**config.mk**
```make
export PLATFORM = sky130hd
export DESIGN_NAME = tcdo_port
export DESIGN_NICKNAME = d
export VERILOG_FILES = /design/src/hdl/tcdo_pkg.sv /design/src/hdl/tcdo_blink.sv /design/src/hdl/tcdo_port.sv
export SDC_FILE = /design/constraint.sdc
export NUM_CORES = 1
export LEC_CHECK = 0
export ABC_AREA = 1
export BUFFER_PORTS_ARGS = -buffer_cell sky130_fd_sc_hd__buf_4
export CAP_MARGIN = 0
export CORE_ASPECT_RATIO = 0.8
export CORE_MARGIN = 5
export CORE_UTILIZATION = 40
export CTS_CLUSTER_SIZE = 30
export DETAILED_ROUTE_END_ITERATION = 10
export GPL_TIMING_DRIVEN = 0
export SYNTH_ARGS = -nofsm -noshare
export SYNTH_HDL_FRONTEND = slang
export SYNTH_SLANG_ARGS = --single-unit
```
**constraint.sdc**
```tcl
create_clock -name mclk -period 2.3 [get_ports mclk]
set_input_delay 0.115 -clock mclk [delete_from_list [all_inputs] [get_ports mclk]]
set_output_delay 0.115 -clock mclk [all_outputs]
set_load 0.05 [all_outputs]
```
**src/hdl/tcdo_pkg.sv**
```systemverilog
// Package: constants and carrier types of the two-channel output port
package tcdo_pkg;

  // ------------------------------------------------------------------
  // Channel and synchroniser shape
  // ------------------------------------------------------------------
  localparam int          CH_COUNT      = 2;
  localparam int          SYNC_STAGES   = 3;
  localparam int          STAT_COUNT    = 3 + 3 * CH_COUNT;

  // ------------------------------------------------------------------
  // Output image: offset, used bits, value after reset
  // ------------------------------------------------------------------
  localparam logic [7:0]  OFS_IMAGE     = 8'h00;
  localparam logic [7:0]  IMAGE_USED    = 8'h03;
  localparam logic [7:0]  IMAGE_RST     = 8'h00;

  // ------------------------------------------------------------------
  // Object access: CANopen index, EtherCAT base and subindices
  // ------------------------------------------------------------------
  localparam logic [15:0] CO_IDX_IMAGE  = 16'h5200;
  localparam logic [7:0]  CO_SUB_IMAGE  = 8'h00;
  localparam logic [15:0] ECAT_IDX_BASE = 16'h7000;
  localparam logic [7:0]  ECAT_SUB_CH0  = 8'h01;
  localparam logic [7:0]  ECAT_SUB_CH1  = 8'h02;

  // ------------------------------------------------------------------
  // Data sizes reported to the head station
  // ------------------------------------------------------------------
  localparam logic [7:0]  IN_BYTES      = 8'h00;
  localparam logic [7:0]  OUT_BYTES     = 8'h01;
  localparam logic [7:0]  PRM_BYTES     = 8'h00;
  localparam logic [7:0]  DIAG_BYTES    = 8'h00;

  // ------------------------------------------------------------------
  // Timing: clock rate and fault LED blink rate
  // ------------------------------------------------------------------
  localparam longint      CLK_HZ        = 250_000_000;
  localparam longint      BLINK_HZ      = 2;
  localparam int          BLINK_HALF_CYC = int'(CLK_HZ / (2 * BLINK_HZ));

  // ------------------------------------------------------------------
  // Types
  // ------------------------------------------------------------------
  typedef enum logic [2:0] {
    LED_DARK     = 3'b000,
    LED_RUN      = 3'b001,
    LED_RUN_FLT  = 3'b010,
    LED_FLT_ONLY = 3'b011,
    LED_CFG      = 3'b100
  } tcdo_led_mode_t;

  typedef enum logic {
    OBJ_CANOPEN  = 1'b0,
    OBJ_ETHERCAT = 1'b1
  } tcdo_obj_kind_t;

  typedef struct packed {
    logic [7:0] addr;
    logic [7:0] data;
  } tcdo_img_wr_t;

  typedef struct packed {
    tcdo_obj_kind_t kind;
    logic [15:0]    index;
    logic [7:0]     subidx;
    logic [7:0]     data;
  } tcdo_obj_wr_t;

  typedef struct packed {
    logic in_rd;
    logic prm_wr;
    logic diag_rd;
  } tcdo_svc_req_t;

  typedef struct packed {
    logic [7:0] in_bytes;
    logic [7:0] out_bytes;
    logic [7:0] prm_bytes;
    logic [7:0] diag_bytes;
  } tcdo_sizes_t;

endpackage

```
**src/hdl/tcdo_blink.sv**
```systemverilog
// Square-wave blinker for the fault LED
`timescale 1ns/10ps
module tcdo_blink #(
  parameter int HALF_CYC = tcdo_pkg::BLINK_HALF_CYC
) (
  // Clock and reset
  input  wire logic mclk,
  input  wire logic sys_rst,
  // Control and output
  input  wire logic en,
  output logic      blink_q
);
  import tcdo_pkg::*;

  localparam int CW = (HALF_CYC > 1) ? $clog2(HALF_CYC) : 1;
  localparam logic [CW-1:0] LAST = CW'(HALF_CYC - 1);

  logic [CW-1:0] cnt_q;
  logic [CW-1:0] cnt_d;
  logic          blink_d;

  // Next count; restart lit so a fresh fault shows at once
  always_comb begin
    cnt_d   = cnt_q;
    blink_d = blink_q;
    if (!en) begin
      cnt_d   = '0;
      blink_d = 1'b1;
    end else if (cnt_q == LAST) begin
      cnt_d   = '0;
      blink_d = ~blink_q;
    end else begin
      cnt_d = cnt_q + 1'b1;
    end
  end

  // Register the blinker
  always_ff @(posedge mclk or posedge sys_rst) begin
    if (sys_rst) begin
      cnt_q   <= '0;
      blink_q <= 1'b1;
    end else begin
      cnt_q   <= cnt_d;
      blink_q <= blink_d;
    end
  end

endmodule

```
**src/hdl/tcdo_port.sv**
```systemverilog
// Two-channel digital output port: image, object access, status LEDs
//
// Function
// [RL1] Output image byte at offset zero; bit 0 and 1 drive channels; CANopen 5200h.
// [RL2] EtherCAT reaches each output bit at index 7000h plus slot, subindex 01h/02h.
// [RL3] No input area bytes are used; input reads return no data.
// [RL4] Communication fine, no fault: run LED steady, fault LED dark.
// [RL5] Communication fine with driver fault: run and fault LEDs both steady.
// [RL6] No communication with driver fault: run LED dark, fault LED steady.
// [RL7] Bus supply failed: run LED and fault LED both dark.
// [RL8] Configuration error blinks fault LED at 2 Hz regardless of others; here a bus supply loss still keeps it dark.
// [RL9] In normal running each channel LED follows its output bit.
// [RL10] No interrupts, no diagnostic readout, no parameter bytes accepted.
// [RL11] Reserved image bits ignored; driver faults merge into one error flag.
`timescale 1ns/10ps
module tcdo_port #(
  parameter int BLINK_HALF = tcdo_pkg::BLINK_HALF_CYC
) (
  // Clock and reset
  input  wire logic                  mclk,
  input  wire logic                  sys_rst,
  // Process image write from the backplane logic
  input  wire logic                  img_wr,
  input  wire tcdo_pkg::tcdo_img_wr_t img_req,
  output logic                       img_ack,
  // Object dictionary write (CANopen or EtherCAT coupler)
  input  wire logic                  obj_wr,
  input  wire tcdo_pkg::tcdo_obj_wr_t obj_req,
  input  wire logic [7:0]            slot_num,
  output logic                       obj_ack,
  output logic                       obj_nak,
  // Service requests the module refuses
  input  wire tcdo_pkg::tcdo_svc_req_t svc_req,
  output logic                       svc_nak,
  output tcdo_pkg::tcdo_sizes_t      sizes_q,
  output logic                       irq_q,
  // Status pins from the outside world
  input  wire logic                  bus_comm_ok,
  input  wire logic                  bus_supply_ok,
  input  wire logic                  cfg_error,
  input  wire logic [1:0]            drv_overload,
  input  wire logic [1:0]            drv_short,
  input  wire logic [1:0]            drv_overheat,
  // Outputs to the field and the LEDs
  output logic [1:0]                 do_out_q,
  output logic                       run_led_q,
  output logic                       fault_indicator_led_q,
  output logic [1:0]                 ch_led_q
);
  import tcdo_pkg::*;

  // ------------------------------------------------------------------
  // Status pin synchronisers
  // ------------------------------------------------------------------

  logic [STAT_COUNT-1:0] stat_raw;
  logic [STAT_COUNT-1:0] s1_q;
  logic [STAT_COUNT-1:0] s2_q;
  logic [STAT_COUNT-1:0] s3_q;
  logic [STAT_COUNT-1:0] stat_q;
  logic [STAT_COUNT-1:0] stat_d;

  // Pack pins: comm, supply, cfg, then per-channel fault bits
  assign stat_raw = {drv_overheat, drv_short, drv_overload,
                     cfg_error, bus_supply_ok, bus_comm_ok};

  // Each pin takes a new level only once stages two and three agree,
  // so a single-cycle glitch after the first stage never reaches logic
  for (genvar i = 0; i < STAT_COUNT; i++) begin : g_sync
    always_comb begin
      stat_d[i] = stat_q[i];
      if (s2_q[i] == s3_q[i]) begin
        stat_d[i] = s3_q[i];
      end
    end

    always_ff @(posedge mclk or posedge sys_rst) begin
      if (sys_rst) begin
        s1_q[i]   <= 1'b0;
        s2_q[i]   <= 1'b0;
        s3_q[i]   <= 1'b0;
        stat_q[i] <= 1'b0;
      end else begin
        s1_q[i]   <= stat_raw[i];
        s2_q[i]   <= s1_q[i];
        s3_q[i]   <= s2_q[i];
        stat_q[i] <= stat_d[i];
      end
    end
  end

  // ------------------------------------------------------------------
  // Decoded status
  // ------------------------------------------------------------------

  logic       comm_ok;
  logic       supply_ok;
  logic       cfg_err;
  logic [1:0] ovl;
  logic [1:0] shrt;
  logic [1:0] ovht;
  logic       mod_err;

  // Unpack the filtered pins
  assign comm_ok   = stat_q[0];
  assign supply_ok = stat_q[1];
  assign cfg_err   = stat_q[2];
  assign ovl       = stat_q[4:3];
  assign shrt      = stat_q[6:5];
  assign ovht      = stat_q[8:7];

  // Any driver fault on any channel is one module error
  assign mod_err = |(ovl | shrt | ovht);                    // [RL11]

  // ------------------------------------------------------------------
  // Output image
  // ------------------------------------------------------------------

  logic [7:0] image_q;
  logic [7:0] image_d;
  logic       img_hit;
  logic       co_hit;
  logic       ecat_idx;
  logic       ecat_ch0;
  logic       ecat_ch1;
  logic [15:0] ecat_index;

  // Direct image access at offset zero
  assign img_hit = img_wr && (img_req.addr == OFS_IMAGE);   // [RL1]

  // CANopen object carries the whole byte
  assign co_hit = obj_wr && (obj_req.kind == OBJ_CANOPEN)
                  && (obj_req.index == CO_IDX_IMAGE)
                  && (obj_req.subidx == CO_SUB_IMAGE);      // [RL1]

  // EtherCAT index moves with the slot the module sits in
  assign ecat_index = ECAT_IDX_BASE + {8'h00, slot_num};    // [RL2]
  assign ecat_idx   = obj_wr && (obj_req.kind == OBJ_ETHERCAT)
                      && (obj_req.index == ecat_index);
  assign ecat_ch0   = ecat_idx && (obj_req.subidx == ECAT_SUB_CH0);
  assign ecat_ch1   = ecat_idx && (obj_req.subidx == ECAT_SUB_CH1);

  // Next image; a direct write in the same cycle wins over an object
  // write, since the process image is the cyclic path and must not lag
  always_comb begin
    image_d = image_q;
    if (img_hit) begin
      image_d = img_req.data & IMAGE_USED;                  // [RL11]
    end else if (co_hit) begin
      image_d = obj_req.data & IMAGE_USED;                  // [RL1]
    end else if (ecat_ch0) begin
      image_d[0] = obj_req.data[0];                         // [RL2]
    end else if (ecat_ch1) begin
      image_d[1] = obj_req.data[0];                         // [RL2]
    end
  end

  // Register the image
  always_ff @(posedge mclk or posedge sys_rst) begin
    if (sys_rst) begin
      image_q <= IMAGE_RST;
    end else begin
      image_q <= image_d;
    end
  end

  // Handshakes answer in the cycle of the request
  assign img_ack = img_hit;
  assign obj_ack = co_hit || ecat_ch0 || ecat_ch1;
  assign obj_nak = obj_wr && !obj_ack;

  // ------------------------------------------------------------------
  // Refused services and constant reports
  // ------------------------------------------------------------------

  tcdo_sizes_t sizes_d;
  logic        irq_d;

  // Input reads, parameter writes and diagnostic reads are all refused
  assign svc_nak = svc_req.in_rd || svc_req.prm_wr
                   || svc_req.diag_rd;                      // [RL3] [RL10]

  // Size report; the interrupt line never rises
  always_comb begin
    sizes_d.in_bytes   = IN_BYTES;                          // [RL3]
    sizes_d.out_bytes  = OUT_BYTES;
    sizes_d.prm_bytes  = PRM_BYTES;                         // [RL10]
    sizes_d.diag_bytes = DIAG_BYTES;                        // [RL10]
    irq_d              = 1'b0;                              // [RL10]
  end

  // Register the reports
  always_ff @(posedge mclk or posedge sys_rst) begin
    if (sys_rst) begin
      sizes_q <= '0;
      irq_q   <= 1'b0;
    end else begin
      sizes_q <= sizes_d;
      irq_q   <= irq_d;
    end
  end

  // ------------------------------------------------------------------
  // LED mode selection
  // ------------------------------------------------------------------

  tcdo_led_mode_t mode_q;
  tcdo_led_mode_t mode_d;

  // Supply loss outranks all, since without it no LED can be driven;
  // a configuration error then outranks the driver fault display
  always_comb begin
    if (!supply_ok) begin
      mode_d = LED_DARK;                                    // [RL7]
    end else if (cfg_err) begin
      mode_d = LED_CFG;                                     // [RL8]
    end else if (comm_ok && !mod_err) begin
      mode_d = LED_RUN;                                     // [RL4]
    end else if (comm_ok) begin
      mode_d = LED_RUN_FLT;                                 // [RL5]
    end else if (mod_err) begin
      mode_d = LED_FLT_ONLY;                                // [RL6]
    end else begin
      mode_d = LED_DARK;
    end
  end

  // Register the mode
  always_ff @(posedge mclk or posedge sys_rst) begin
    if (sys_rst) begin
      mode_q <= LED_DARK;
    end else begin
      mode_q <= mode_d;
    end
  end

  // ------------------------------------------------------------------
  // Blinker and LED drive
  // ------------------------------------------------------------------

  logic       blink;
  logic       run_d;
  logic       flt_d;
  logic [1:0] ch_d;
  logic [1:0] do_d;

  // Blinks only while the configuration error mode holds
  tcdo_blink #(
    .HALF_CYC (BLINK_HALF)
  ) u_blink (
    .mclk    (mclk),
    .sys_rst (sys_rst),
    .en      (mode_q == LED_CFG),
    .blink_q (blink)
  );

  // LED levels per mode; run LED in config mode keeps comm state
  always_comb begin
    run_d = 1'b0;
    flt_d = 1'b0;
    case (mode_q)
      LED_DARK: begin
        run_d = 1'b0;                                       // [RL7]
        flt_d = 1'b0;
      end
      LED_RUN: begin
        run_d = 1'b1;                                       // [RL4]
        flt_d = 1'b0;
      end
      LED_RUN_FLT: begin
        run_d = 1'b1;                                       // [RL5]
        flt_d = 1'b1;
      end
      LED_FLT_ONLY: begin
        run_d = 1'b0;                                       // [RL6]
        flt_d = 1'b1;
      end
      LED_CFG: begin
        run_d = comm_ok;
        flt_d = blink;                                      // [RL8]
      end
      default: begin
        run_d = 1'b0;
        flt_d = 1'b0;
      end
    endcase
  end

  // Channels follow the image; their LEDs stay dark without supply
  always_comb begin
    do_d = image_q[CH_COUNT-1:0];                           // [RL1]
    ch_d = (mode_q == LED_DARK) ? 2'b00
                                : image_q[CH_COUNT-1:0];    // [RL9]
  end

  // Register all field and LED outputs
  always_ff @(posedge mclk or posedge sys_rst) begin
    if (sys_rst) begin
      do_out_q              <= 2'b00;
      run_led_q             <= 1'b0;
      fault_indicator_led_q <= 1'b0;
      ch_led_q              <= 2'b00;
    end else begin
      do_out_q              <= do_d;
      run_led_q             <= run_d;
      fault_indicator_led_q <= flt_d;
      ch_led_q              <= ch_d;
    end
  end

endmodule

```
# After elaboration in Yosys (flattened, before gate mapping)

Index checks and enable logic that the tools add are counted.

Flip-flop bits (word level): 75
Input port bits: 73
Logic and storage cells: 114

Add/subtract/negate cells: 2
Eq/ne operators: 20
Mux-type cells: 17
Bitwise logic cells: 4
Reduce and logical (&&, ||, !) cells: 25

Operator list:

| cell                                                   | number |
|---|---|
| 2-to-1 mux 26 bit                                      | 2 |
| adder 26 x 1 -> 26 bit (second input constant)         | 1 |
| equality test 26 bit (second input constant)           | 1 |
| adder 15 x 8 -> 16 bit (first input constant)          | 1 |
| equality test 16 x 15 -> 1 bit (second input constant) | 1 |
| equality test 16 bit                                   | 1 |
| zero test 8 bit                                        | 2 |
| 2-to-1 mux 2 bit                                       | 6 |
| logical AND 1 bit                                      | 10 |
| equality test 1 bit                                    | 9 |
| equality test 8 x 1 -> 1 bit (second input constant)   | 1 |
| equality test 8 x 2 -> 1 bit (second input constant)   | 1 |
| equality test 3 x 2 -> 1 bit (second input constant)   | 2 |
| 2-to-1 mux 3 bit                                       | 2 |
| nonzero test 3 bit                                     | 2 |
| OR reduction 2 bit                                     | 3 |
| 2-to-1 mux 1 bit                                       | 5 |
| logical OR 1 bit                                       | 4 |
| OR 2 bit                                               | 2 |
| one-hot mux 1 bit (2 select lines)                     | 2 |
| equality test 3 x 1 -> 1 bit (second input constant)   | 1 |
| equality test 3 bit (second input constant)            | 1 |
| zero test 3 bit                                        | 1 |
| inequality test 3 bit (second input constant)          | 1 |
| 4 further kinds                                        | 6 |

# Longest topological paths before layout

Gate-level depths: netlist of run 1.

Depth after elaboration: 8
Mapped depth: 11
Gate-level depth less buffers: 11

# Modules after synthesis

Synthesis of run 1 repeated with hierarchy kept, for this count alone.

Cells, all modules: 517
Area total of the unflattened synthesis: 4145.2 sq um

By module, submodules not included:

| module     | times used | cells an instance | area an instance (sq um) | sequential area each (sq um) |
|---|---|---|---|---|
| tcdo_port  | 1          | 289               | 2501.1                   | 1201.2 |
| tcdo_blink | 1          | 228               | 1644.1                   | 676.9 |

# Least setup slack after synthesis of run 1

OpenSTA, ideal clock, no wires.

Path type: register to register
Start point: register stat_q[3] (netlist: ovl[0])
End point: register mode_q[0]
Data arrival time: 1390 ps
Setup slack: 796 ps
Cell stages (with the launch flop): 6
Cells stage by stage: dfrtp_1 > or4_1 > nor3_1 > ha_1 > inv_1 > nor2_1

Cells in the longest elaborated chain, start to end: 8
Elaborated cells on any way between the ends: 10
Classes of those cells: 5 x mux; 2 x bitwise; 3 x reduce/logical

RTL lines:

| element                                                      | line                               | RTL |
|---|---|---|
| from (decl)                                                  | tcdo_port.sv:60                    | `logic [STAT_COUNT-1:0] stat_q;` |
| from (signal, indexed assignment)                            | tcdo_port.sv:87                    | `stat_q[i] <= stat_d[i];` |
| OR 2 bit * (2 in series)                                     | tcdo_port.sv:113                   | `assign mod_err = \|(ovl \| shrt \| ovht);` |
| OR reduction 2 bit *                                         | tcdo_port.sv:113                   |  |
| 2-to-1 mux 2 bit / zero test 1 bit (equally long branches)   | tcdo_port.sv:221, tcdo_port.sv:217 |  |
| 2-to-1 mux 2 bit / logical AND 1 bit (equally long branches) | tcdo_port.sv:219, tcdo_port.sv:217 |  |
| 2-to-1 mux 2 bit *                                           | tcdo_port.sv:217                   | `end else if (comm_ok && !mod_err) begin` |
| 2-to-1 mux 3 bit *                                           | tcdo_port.sv:215                   | `end else if (cfg_err) begin` |
| 2-to-1 mux 3 bit *                                           | tcdo_port.sv:213                   | `if (!supply_ok) begin` |
| via mode_d[0]                                                | tcdo_port.sv:208                   | `tcdo_led_mode_t mode_d;` |
| to (signal assigned)                                         | tcdo_port.sv:233                   | `mode_q <= mode_d;` |
| to (decl)                                                    | tcdo_port.sv:207                   | `tcdo_led_mode_t mode_q;` |

The timed path passes the listed nets; every way through them passes the cells marked *.
A chain may end at the register's enable or synchronous reset.

# Worst setup path in the final report of run 1

Start point: register u_blink.cnt_q[0]
End point: register u_blink.cnt_q[12]

Cells in the longest elaborated chain, start to end: 3
Elaborated cells on any way between the ends: 4
Classes of those cells: 1 x add/sub; 1 x eq/ne; 2 x mux

RTL lines:

| element                                                               | line                               | RTL |
|---|---|---|
| from (decl)                                                           | tcdo_blink.sv:18                   | `logic [CW-1:0] cnt_q;` |
| from (signal assigned)                                                | tcdo_blink.sv:43                   | `cnt_q <= cnt_d;` |
| adder 26 x 1 -> 26 bit / equality test 26 bit (equally long branches) | tcdo_blink.sv:33, tcdo_blink.sv:29 |  |
| 2-to-1 mux 26 bit *                                                   | tcdo_blink.sv:29                   | `end else if (cnt_q == LAST) begin` |
| 2-to-1 mux 26 bit *                                                   | tcdo_blink.sv:26                   | `if (!en) begin` |
| via u_blink.cnt_d[12]                                                 | tcdo_blink.sv:19                   | `logic [CW-1:0] cnt_d;` |

Marked as above.

==> metrics.md, run 1 <==
| Metric | Value |
|---|---|
| Status | finished, violations left |
| Failing checks | negative hold slack |
| Layout cells sized above 1 | 23.2% |
| Max-Cap Viols | 0 |
| Cells after Synth | 487 |
| 1st-iter DRT viols | 201 |
| Mapped Area | 3910 um^2 |
| Via density | 4.46 |
| Clk_lat worst skew | 0.33 ns |
| CTS tree | built |
| Skew final | 0.00628 ns |
| Post-CTS setup buffer count | 0 |
| P_leak | 0.00257 uW |
| EDFF count, synth | 0 |
| Final Wtd Congestion | 0.850 |
| GR Overflow Total | 0 |
| Setup TNS | 0 ns |
| Setup CP Type | flip-flop to flip-flop |
| Crit path DAT | 1.90 ns |
| Core area | 9610 um^2 |
| Final min period | 1.68 ns |
| Min-Delay Path Class | primary input to asynchronous set/reset pin |
| Max_slew headroom | 40.7% |
| Drt drc | 0 |
| HPWL after DPL | 6610 um |
| Largest net degree at the start of global routing | 76 |
| Synthesized flop and latch total | 75 |
| Max clock buf depth | 2 |
| I/O Buffers | 71 |
| Initial antenna violation count | 0 |
| Drt total wl | 8470 um |
| Routed Antenna Nets | 0 |
| Startpoint Class | flip-flop |
| Required time of the critical path | 2.52 ns |
| Via count | 3263 |
| Synth Area per Inst | 8.03 um^2 |
| FILL cells | 859 |
| Critical Path Sink Type | flip-flop |
| Area grow syn2layout | 30.5% |
| FFs w/ async S/R, synth | 100% |
| Nets | 685 |
| Clk root buf | clkbuf_16 |
| Ys flop type | dfrtp_1 |
| WL/cell | 11.6 um |
| Number of top-level pins | 116 |
| Die width | 121 um |
| Ys Warns | 0 |
| Main area contributors after synthesis | dfrtp_1, nand2_1, nor2_1 |
| Pins Over Slew Limit | 0 |
| Worst-path fanout max | 10 |
| Least-Margin Pin Slew | 0.890 ns |
| Post-cts sizing count | 0 |
| Clock sinks | 75 |
| Drt pass-1 iters | 4 |
| IR drop worst, VDD | 0.529 mV |
| Vias in the first global route | 3128 |
| Die Area | 11900 um^2 |
| RSZ-0062 raised after global routing | false |
| PD cells | 653 nW/um^2 |
| GRT Total Usage | 15.2% |
| Number of diodes | 0 |
| Clock transition at the registers of the reported paths | 0.06 ns |
| Library cells used by synthesis | 34 |
| First-pass GRT wire length | 14600 um |
| Site row count | 32 |
| Fin. Hold Viols | 17 |
| Leading area contributor after synthesis | dfrtp_1 |
| Die height | 98.4 um |
| Setup Viol. Count Final | 0 |
| Max Fclk | 0.596 GHz |
| Inserted Clock Buffers | 9 |
| Final period util | 73.0% |
| Post-synth top area share | 47.4% |
| Hold Buf Count CTS | 9 |
| CTS HTree Levels | 3 |
| Sequential share of the synthesized area | 48.0% |
| WHS | -0.00902 ns |
| Initial Utilization | 40.7% |
-- power breakdown --
group	switching, uW	internal (uW)
logic	326	186
clock network	540	868
registers	28.9	1380
-- layout by cell type (no fill, tap or decap), types with 2 or more instances in the layout --
cell | netlist | routed
xor2_1 | 6 | 6
dlygate4sd3_1 | 0 | 9
inv_2 | 4 | 4
conb_1 | 2 | 33
or2_2 | 2 | 2
inv_1 | 66 | 65
o21ai_0 | 8 | 8
nand3_1 | 31 | 31
a21oi_1 | 11 | 11
nor2_1 | 82 | 82
nor2_2 | 2 | 2
maj3_1 | 9 | 9
clkbuf_16 | 0 | 9
dfrtp_1 | 74 | 74
nand2_1 | 101 | 101
ha_1 | 3 | 3
nand4_1 | 11 | 11
nor2_4 | 6 | 6
nand2_2 | 2 | 2
clkinv_4 | 0 | 3
nor3_1 | 20 | 20
buf_4 | 32 | 103
-- flip-flops by register name, summed over array words and instances (netlist names) --
| name | flops |
|---|---|
| fault_indicator_led_q | 1 |
| ch_led_q | 2 |
| cfg_err | 1 |
| u_blink.blink_q | 1 |
| sizes_q | 1 |
| comm_ok | 1 |
| s2_q | 9 |
| s3_q | 9 |
| do_out_q | 2 |
| supply_ok | 1 |
| image_q | 2 |
| ovl | 2 |
| shrt | 2 |
| s1_q | 9 |
| mode_q | 3 |
| ovht | 2 |
| u_blink.cnt_q | 26 |
| run_led_q | 1 |
-- per-stage QoR --
step           utilization [%]  instance area (um^2)  total power, uW  cells  worst slack (ns)
5_1_grt                   53.1                  5100             3490    732             0.424
6_report                  53.1                  5100             3330    732             0.622
3_3_place_gp              49.0                  4710             1930    708            -0.572
3_5_place_dp              49.0                  4710             1940    708             0.602
2_1_floorplan                -                  4030             1780    518             0.277
4_1_cts                   53.1                  5100             3380    732             0.600
-- worst paths after layout --
path,from,endpoint,slack (ns),depth (start not counted)
setup / recovery,u_blink.cnt_q[0]$_DFF_PP0_,u_blink.cnt_q[12]$_DFF_PP0_,0.62,9
hold / removal,sys_rst,s1_q[6]$_DFF_PP0_,-0.009,2
setup reg to reg,u_blink.cnt_q[0]$_DFF_PP0_,u_blink.cnt_q[12]$_DFF_PP0_,0.62,9
hold reg to reg,s1_q[0]$_DFF_PP0_,s2_q[0]$_DFF_PP0_,0.35,0
max in group asynchronous,sys_rst,do_out_q[0]$_DFF_PP0_,1.75,2
min in group mclk,img_req[1],image_q[1]$_DFFE_PP0P_,0.07,5
-- worst max-delay path, cell delays in order, from the launching register on --
cell and delay (ns):
dfrtp_1 0.37, ha_1 0.20, nand2_1 0.13, nor2_4 0.21, nand2_1 0.12, nor2_2 0.17
nor2_4 0.08, buf_6 0.16, o21ai_0 0.08, nor2_1 0.05
-- cell type report --
class                      count  area (um^2)  share of cell area [%]
multi-input combinational    340         1630                    32.0
clock inverter                 5         63.8                    1.25
buffer                        33          251                    4.93
sequential                    75         1880                    36.8
tap                          119          149                    2.92
timing repair buffer          80          623                    12.2
inverter                      70          265                    5.20
clock buffer                  10          239                    4.68
-- layer usage --
metal  vias to the layer above  routed length, um  part of all wire, %  global-route usage (%)
met5                         -                  0                    0                       0
met4                         0                143                  1.7                    4.44
met3                        15                480                  5.7                    4.70
met2                        84               4040                   48                    24.5
met1                      1460               3810                   45                    20.0
li1                       1704                  -                    -                       -
-- cells by family after synthesis --
family                     synth area share, %
AOI/OAI and AO/OA                         3.04
xor gates and xnor gates                  1.34
adders and majority gates                 3.27
buffers and inverters                     13.2
DFF                                       48.0
other                                    0.192
and+or+nand+nor                           31.0
-- cell usage after synthesis, types with 3 or more instances --
master	instances
buf_4	32
dfrtp_1	74
nor3_1	20
maj3_1	9
a21oi_1	11
nand2_1	101
nor2_4	6
nor2_1	82
inv_1	66
ha_1	3
xor2_1	6
o21ai_0	8
inv_2	4
nand4_1	11
nand3_1	31
No activity file was read; power rests on OpenSTA's default activity.
==> run 2, diff against run 1 <==
clock period = 1.7 ns   (was 2.3 ns; I/O delays follow)
==> run 2 against run 1 <==
  * Worst setup slack worse by 0.51 ns
  * Cell count up 0.82%
  * Via count up 1.7%
  * Critical endpoint is now mode_q[0]$_DFF_PP0_
  * Critical path depth down 4
  * Routed wire length up 0.81%
  * Clock power up 34%
  * Flip-flop and latch count unchanged
  * Largest cell class unchanged
  * Global-route usage down 0.27 points
  * Utilization up 0.64 points
  * Non-clock buffer count up 5
  * Register-to-register slack worse by 0.51 ns
  * Die area unchanged
  * The run now ends clean
==> metrics.md, run 2 (same netlist as run 1, synthesis figures left out) <==
| Metric | Value |
|---|---|
| Site row count | 32 (unchanged) |
| Drt drc | 0 (unchanged) |
| Via density | 4.50 (+0.89%) |
| Hold Path Sink | image_q[1]$_DFFE_PP0P_ |
| Max-Cap Viols | 0 (unchanged) |
| GR Util met2 | 23.4% (-1.1 points) |
| Clk_lat worst skew | 0.33 ns (about the same) |
| Reg2reg start | ovl[0]$_DFFE_PP0N_ |
| Die width | 121 um (unchanged) |
| Critical path depth | 5 (-4) |
| Inserted Clock Buffers | 9 (unchanged) |
| Startpoint Class | flip-flop |
| Number of diodes | 0 (unchanged) |
| Die Area | 11900 um^2 (unchanged) |
| Core area | 9610 um^2 (unchanged) |
| IR drop worst, VDD | 0.786 mV (+49%) |
| Die height | 98.4 um (unchanged) |
| PD cells | 874 nW/um^2 (+34%) |
| Most frequent cells in the layout | buf_4, nand2_1, nor2_1 |
| Final min period | 1.58 ns (-0.0941 ns) |
| CTS HTree Levels | 3 (unchanged) |
| Skew final | 0.00654 ns (+0.000257 ns) |
| Largest net degree at the start of global routing | 39 (-49%) |
| Slowest cell on crit path | or4_1 |
| Critical path, cell by cell | or4_1 -> nor3_1 -> ha_1 -> inv_1 -> nor2_1 |
| Required time of the critical path | 1.93 ns (-0.59 ns) |
| Final period util | 93.2% (+20 points) |
| Worst r2r dst | mode_q[0]$_DFF_PP0_ |
| Max reg flops | 26 (unchanged) |
| Met3 usage | 4.19% (-0.52 points) |
| WL/cell | 11.6 um (about the same) |
| CTS tree | built |
| GR Overflow Total | 0 (unchanged) |
| 1st-iter DRT viols | 165 (-18%) |
| WHS | 0.0494 ns (+0.0585 ns) |
| Min-Delay Path Class | primary input to flip-flop |
| Setup TNS | 0 ns (unchanged) |
| Worst hold stages | 5 |
| Layout cells sized above 1 | 24.6% (+1.4 points) |
| GRT Total Usage | 15.0% (-0.27 points) |
| Max_slew headroom | 47.3% (+6.7 points) |
| R2R Setup Slk | 0.12 ns (-0.51 ns) |
| Worst-path fanout max | 2 (-8) |
| Least-Margin Pin Slew | 0.788 ns (-0.102 ns) |
| Final core occ | 53.7% (+0.64 points) |
| Clk root buf | clkbuf_16 |
| Status | completed |
| Grt met1 use | 20.0% (about the same) |
| R2r worst-path depth | 5 (-4) |
| HPWL after DPL | 6620 um (+0.21%) |
| CP Buf/Inv Count | 1 (unchanged) |
| Pins Over Slew Limit | 0 (unchanged) |
| I/O Buffers | 71 (unchanged) |
| First-pass GRT wire length | 14300 um (-1.7%) |
| Crit path DAT | 1.81 ns (-0.09 ns) |
| Final worst setup slack | 0.116 ns (-0.506 ns) |
| Vias in the first global route | 3118 (-0.32%) |
| Clock sinks | 75 (unchanged) |
| Area grow syn2layout | 32.1% |
| Setup CP Type | flip-flop to flip-flop |
| Fin. Hold Viols | 0 (-17) |
| Initial antenna violation count | 0 (unchanged) |
| Drt total wl | 8540 um (+0.81%) |
| Number of top-level pins | 116 (unchanged) |
| Total power draw | 4520 uW (+35%) |
| Pre-CTS WS | 0.0331 ns (-0.569 ns) |
| Max Fclk | 0.631 GHz (+5.9%) |
| Drt pass-1 iters | 4 (unchanged) |
| Gr busiest metal | met2 |
| Setup Viol. Count Final | 0 (unchanged) |
| Via count | 3319 (+1.7%) |
| Worst hold path startpoint | img_req[1] |
| Clock transition at the registers of the reported paths | 0.06 ns (about the same) |
| Worst stage delay on the critical path | 0.53 ns (+0.16 ns) |
| P_leak | 0.00260 uW (+1.2%) |
| Routed Antenna Nets | 0 (unchanged) |
| Crit path launch | ovl[0]$_DFFE_PP0N_ |
| Critical Path Sink Type | flip-flop |
| Register with the most flip-flops | u_blink.cnt_q |
| Final Wtd Congestion | 0.860 (+1.1%) |
| Max clock buf depth | 2 (unchanged) |
| Initial Utilization | 40.7% (unchanged) |
| Nets | 690 (+0.73%) |
| CP delay by family, top | simple AND/OR/NAND/NOR gates |
| Commonest non-fill, non-tap cell in the layout | buf_4 |
==> run 2: cell types whose count changed in the layout (fill, tap and decap cells not counted), moves of 2 or more <==
cell	delta
buf_4	+3
clkinv_2	+2
inv_6	+2
nor2_1	-2
nor2_2	+2
==> run 2: worst max-delay path by stage <==
stage,endpoint,slack [ns]
global route,u_blink.cnt_q[22]$_DFF_PP0_,-0.01
floorplan,mode_q[0]$_DFF_PP0_,0.20
finish,mode_q[0]$_DFF_PP0_,0.12
detailed placement,u_blink.cnt_q[12]$_DFF_PP0_,0.03
CTS,u_blink.cnt_q[22]$_DFF_PP0_,0.02
global placement,u_blink.cnt_q[12]$_DFF_PP0_,0.05
==> run 2: metal layers <==
metal | part of all wire (%) | vias up
li1 | - | 1717
met1 | 46 | 1499
met2 | 47 | 91
met3 | 6.0 | 12
met4 | 1.3 | 0
met5 | 0 | -
==> run 2: area by class of cell <==
type | instances | area (um^2)
Fill cell | 923 | 4450
Sequential cell | 75 | 1880
Multi-Input combinational cell | 340 | 1640
Timing Repair Buffer | 85 | 676
Inverter | 70 | 267
Buffer | 33 | 251
Clock buffer | 9 | 225
Tap cell | 119 | 149
Clock inverter | 7 | 75.1
==> run 2: per-stage QoR <==
stage / std cells / cell area (um^2)
6_report: 738 / 5160
5_1_grt: 738 / 5160
4_1_cts: 735 / 5130
3_5_place_dp: 709 / 4730
3_3_place_gp: 708 / 4710
2_1_floorplan: 518 / 4030
==> run 2: where the power goes <==
part / switching [uW] / leakage (uW) / total [uW] / internal (uW)
Clock: 749 / 0.000150 / 1890 / 1150
Combinational: 443 / 0.00151 / 706 / 263
Sequential: 41.4 / 0.000941 / 1910 / 1870
Total: 1230 / 0.00260 / 4520 / 3280
==> run 2: what timing repair did <==
| action | 4_1_cts | 5_1_grt |
|---|---|---|
| endpoints found under the hold margin | 46 | 0 |
| hold buffers | 10 | 0 |
| setup endpoints to repair | 0 | 24 |
| gates resized for setup | 0 | 5 |
| setup buffers | 0 | 3 |
==> run 2: worst register-to-register path, cell delays in order, from the launching register on <==
cell     delay [ns]
dfrtp_1        0.37
or4_1          0.53
nor3_1         0.22
ha_1           0.28
inv_1          0.05
nor2_1         0.03
==> run 3, diff against run 2 <==
RECOVER_POWER = 25   (was unset)
==> run 3 against run 2 <==
  * Power is essentially flat
  * Sequential share of layout area is essentially flat
  * Clock skew is essentially flat
  * Clock power is essentially flat
  * Global-route usage is the same
  * Worst hold slack is essentially flat
  * Cell count is the same
  * Via count shrank 0.36%
  * Cell area is essentially flat
  * Largest cell class unchanged
==> metrics.md, run 3 (same netlist as run 1, synthesis figures left out) <==
| Metric | Value |
|---|---|
| Required time of the critical path | 1.93 ns (about the same) |
| I/O Buffers | 71 (unchanged) |
| Max clock buf depth | 2 (unchanged) |
| Worst-path fanout max | 2 (unchanged) |
| Final worst setup slack | 0.116 ns (+0.00000600 ns) |
| Via density | 4.48 (-0.36%) |
| CTS tree | built |
| Register with the most flip-flops | u_blink.cnt_q |
| Number of diodes | 0 (unchanged) |
| Via count | 3307 (-0.36%) |
| Core area | 9610 um^2 (unchanged) |
| Total power draw | 4510 uW (about the same) |
| Worst hold stages | 5 (unchanged) |
| WL/cell | 11.5 um (-0.20%) |
| Placed cells | 709 (unchanged) |
| Clock sinks | 75 (unchanged) |
| Fin. Hold Viols | 0 (unchanged) |
| 1st-iter DRT viols | 172 (+4.2%) |
| IR drop worst, VDD | 0.785 mV (about the same) |
| GRT Total Usage | 15.0% (unchanged) |
| Max reg flops | 26 (unchanged) |
| Setup CP Type | flip-flop to flip-flop |
| Number of top-level pins | 116 (unchanged) |
| Final min period | 1.58 ns (-0.00000600 ns) |
| R2r worst-path depth | 5 (unchanged) |
| Max_slew headroom | 47.3% (about the same) |
| Commonest non-fill, non-tap cell in the layout | nand2_1 |
| Sw power | 1230 uW (about the same) |
| Die Area | 11900 um^2 (unchanged) |
| Initial antenna violation count | 0 (unchanged) |
| Crit path DAT | 1.81 ns (about the same) |
| Internal | 3280 uW (about the same) |
| PD cells | 875 nW/um^2 (about the same) |
| Vias in the first global route | 3118 (unchanged) |
| Startpoint Class | flip-flop |
| Least-Margin Pin Slew | 0.788 ns (+0.0000818 ns) |
| Fin area | 5160 um^2 (about the same) |
| Drt pass-1 iters | 4 (unchanged) |
| Area grow syn2layout | 32.0% (about the same) |
| Skew final | 0.00637 ns (-0.000166 ns) |
| Drt drc | 0 (unchanged) |
| FILL cells | 925 (+0.22%) |
| Drt total wl | 8520 um (-0.20%) |
| Inserted Clock Buffers | 9 (unchanged) |
| Clk root buf | clkbuf_16 |
| Clock transition at the registers of the reported paths | 0.06 ns (about the same) |
| Die height | 98.4 um (unchanged) |
| Cell Area, Placed | 4730 um^2 (unchanged) |
| Pins Over Slew Limit | 0 (unchanged) |
| Min-Delay Path Class | primary input to flip-flop |
| Routed Antenna Nets | 0 (unchanged) |
| First-pass GRT wire length | 14300 um (unchanged) |
| Clock group share of total power | 42.0% (about the same) |
| CTS HTree Levels | 3 (unchanged) |
| Nets | 690 (unchanged) |
| GR Overflow Total | 0 (unchanged) |
| Seq pwr share | 42.4% (about the same) |
| Pre-CTS WS | 0.0331 ns (unchanged) |
| Die width | 121 um (unchanged) |
| Max Fclk | 0.631 GHz (about the same) |
| Max-Cap Viols | 0 (unchanged) |
| Final period util | 93.2% (about the same) |
| Gate power share | 15.6% (about the same) |
| Non-Filler Instances | 738 (unchanged) |
| Most frequent cells in the layout | nand2_1, buf_4, nor2_1 |
| Critical Path Sink Type | flip-flop |
| Setup Viol. Count Final | 0 (unchanged) |
| WHS | 0.0492 ns (-0.000210 ns) |
| Status | completed |
| Layout cells sized above 1 | 24.4% (-0.16 points) |
| Largest net degree at the start of global routing | 39 (unchanged) |
| Clk_lat worst skew | 0.33 ns (about the same) |
| Initial Utilization | 40.7% (unchanged) |
| HPWL after DPL | 6620 um (unchanged) |
| Site row count | 32 (unchanged) |
| Final Wtd Congestion | 0.860 (unchanged) |
| Sw frac | 27.3% (about the same) |
| P_leak | 0.00259 uW (-0.19%) |
run 3: final cells by class:
class | count | area [um^2] | share of cell area, %
flip-flops and latches | 75 | 1880 | 36.4
clock inverters | 7 | 75.1 | 1.45
clock buffers | 9 | 225 | 4.36
inverters | 70 | 267 | 5.16
multi-input cells | 340 | 1640 | 31.8
plain buffers | 33 | 251 | 4.87
repair buffers | 85 | 672 | 13.0
well taps | 119 | 149 | 2.89
run 3: power by group through the flow:
stage	sequential, uW	clock [uW]	combinational, uW
finish	1910	1890	704
floorplan	2000	0	411
global route	1920	2040	771
global placement	1940	0	667
detailed placement	1950	0	681
CTS	1920	1960	699
run 3: final timing paths:
path | slack, ns | start | to
setup reg to reg | 0.12 | ovl[0]$_DFFE_PP0N_ | mode_q[0]$_DFF_PP0_
min in group asynchronous | 0.45 | sys_rst | s2_q[1]$_DFF_PP0_
max in group asynchronous | 0.56 | sys_rst | u_blink.blink_q$_DFFE_PP1P_
setup / recovery | 0.12 | ovl[0]$_DFFE_PP0N_ | mode_q[0]$_DFF_PP0_
hold reg to reg | 0.35 | s1_q[4]$_DFF_PP0_ | s2_q[4]$_DFF_PP0_
hold / removal | 0.05 | img_req[1] | image_q[1]$_DFFE_PP0P_
run 3: timing repair:
item / 4_1_cts / 5_1_grt
setup buffers: 0 / 3
hold buffers: 10 / 0
setup endpoints to repair: 0 / 24
resized for setup: 0 / 5
endpoints found under the hold margin: 46 / 0
run 3: metal layers:
metal  vias to the layer above  GRT usage, %  routed length, um
li1                       1717             -                  -
met5                         -             0                  0
met1                      1497          20.0               3950
met4                         0          5.57                 99
met2                        83          23.4               4000
met3                        10          4.19                472
run 3: critical path: stages, from the launching register on:
cell and delay, ns:
dfrtp_1 0.37, or4_1 0.53, nor3_1 0.22, ha_1 0.28, inv_1 0.05, nor2_1 0.03
run 3: metrics by stage:
step	utilization [%]	TNS [ns]
after floorplan	-	0
after global placement	49.0	0
after detailed placement	49.2	0
after CTS	53.4	0
after global routing	53.7	-0.0134
final	53.7	0
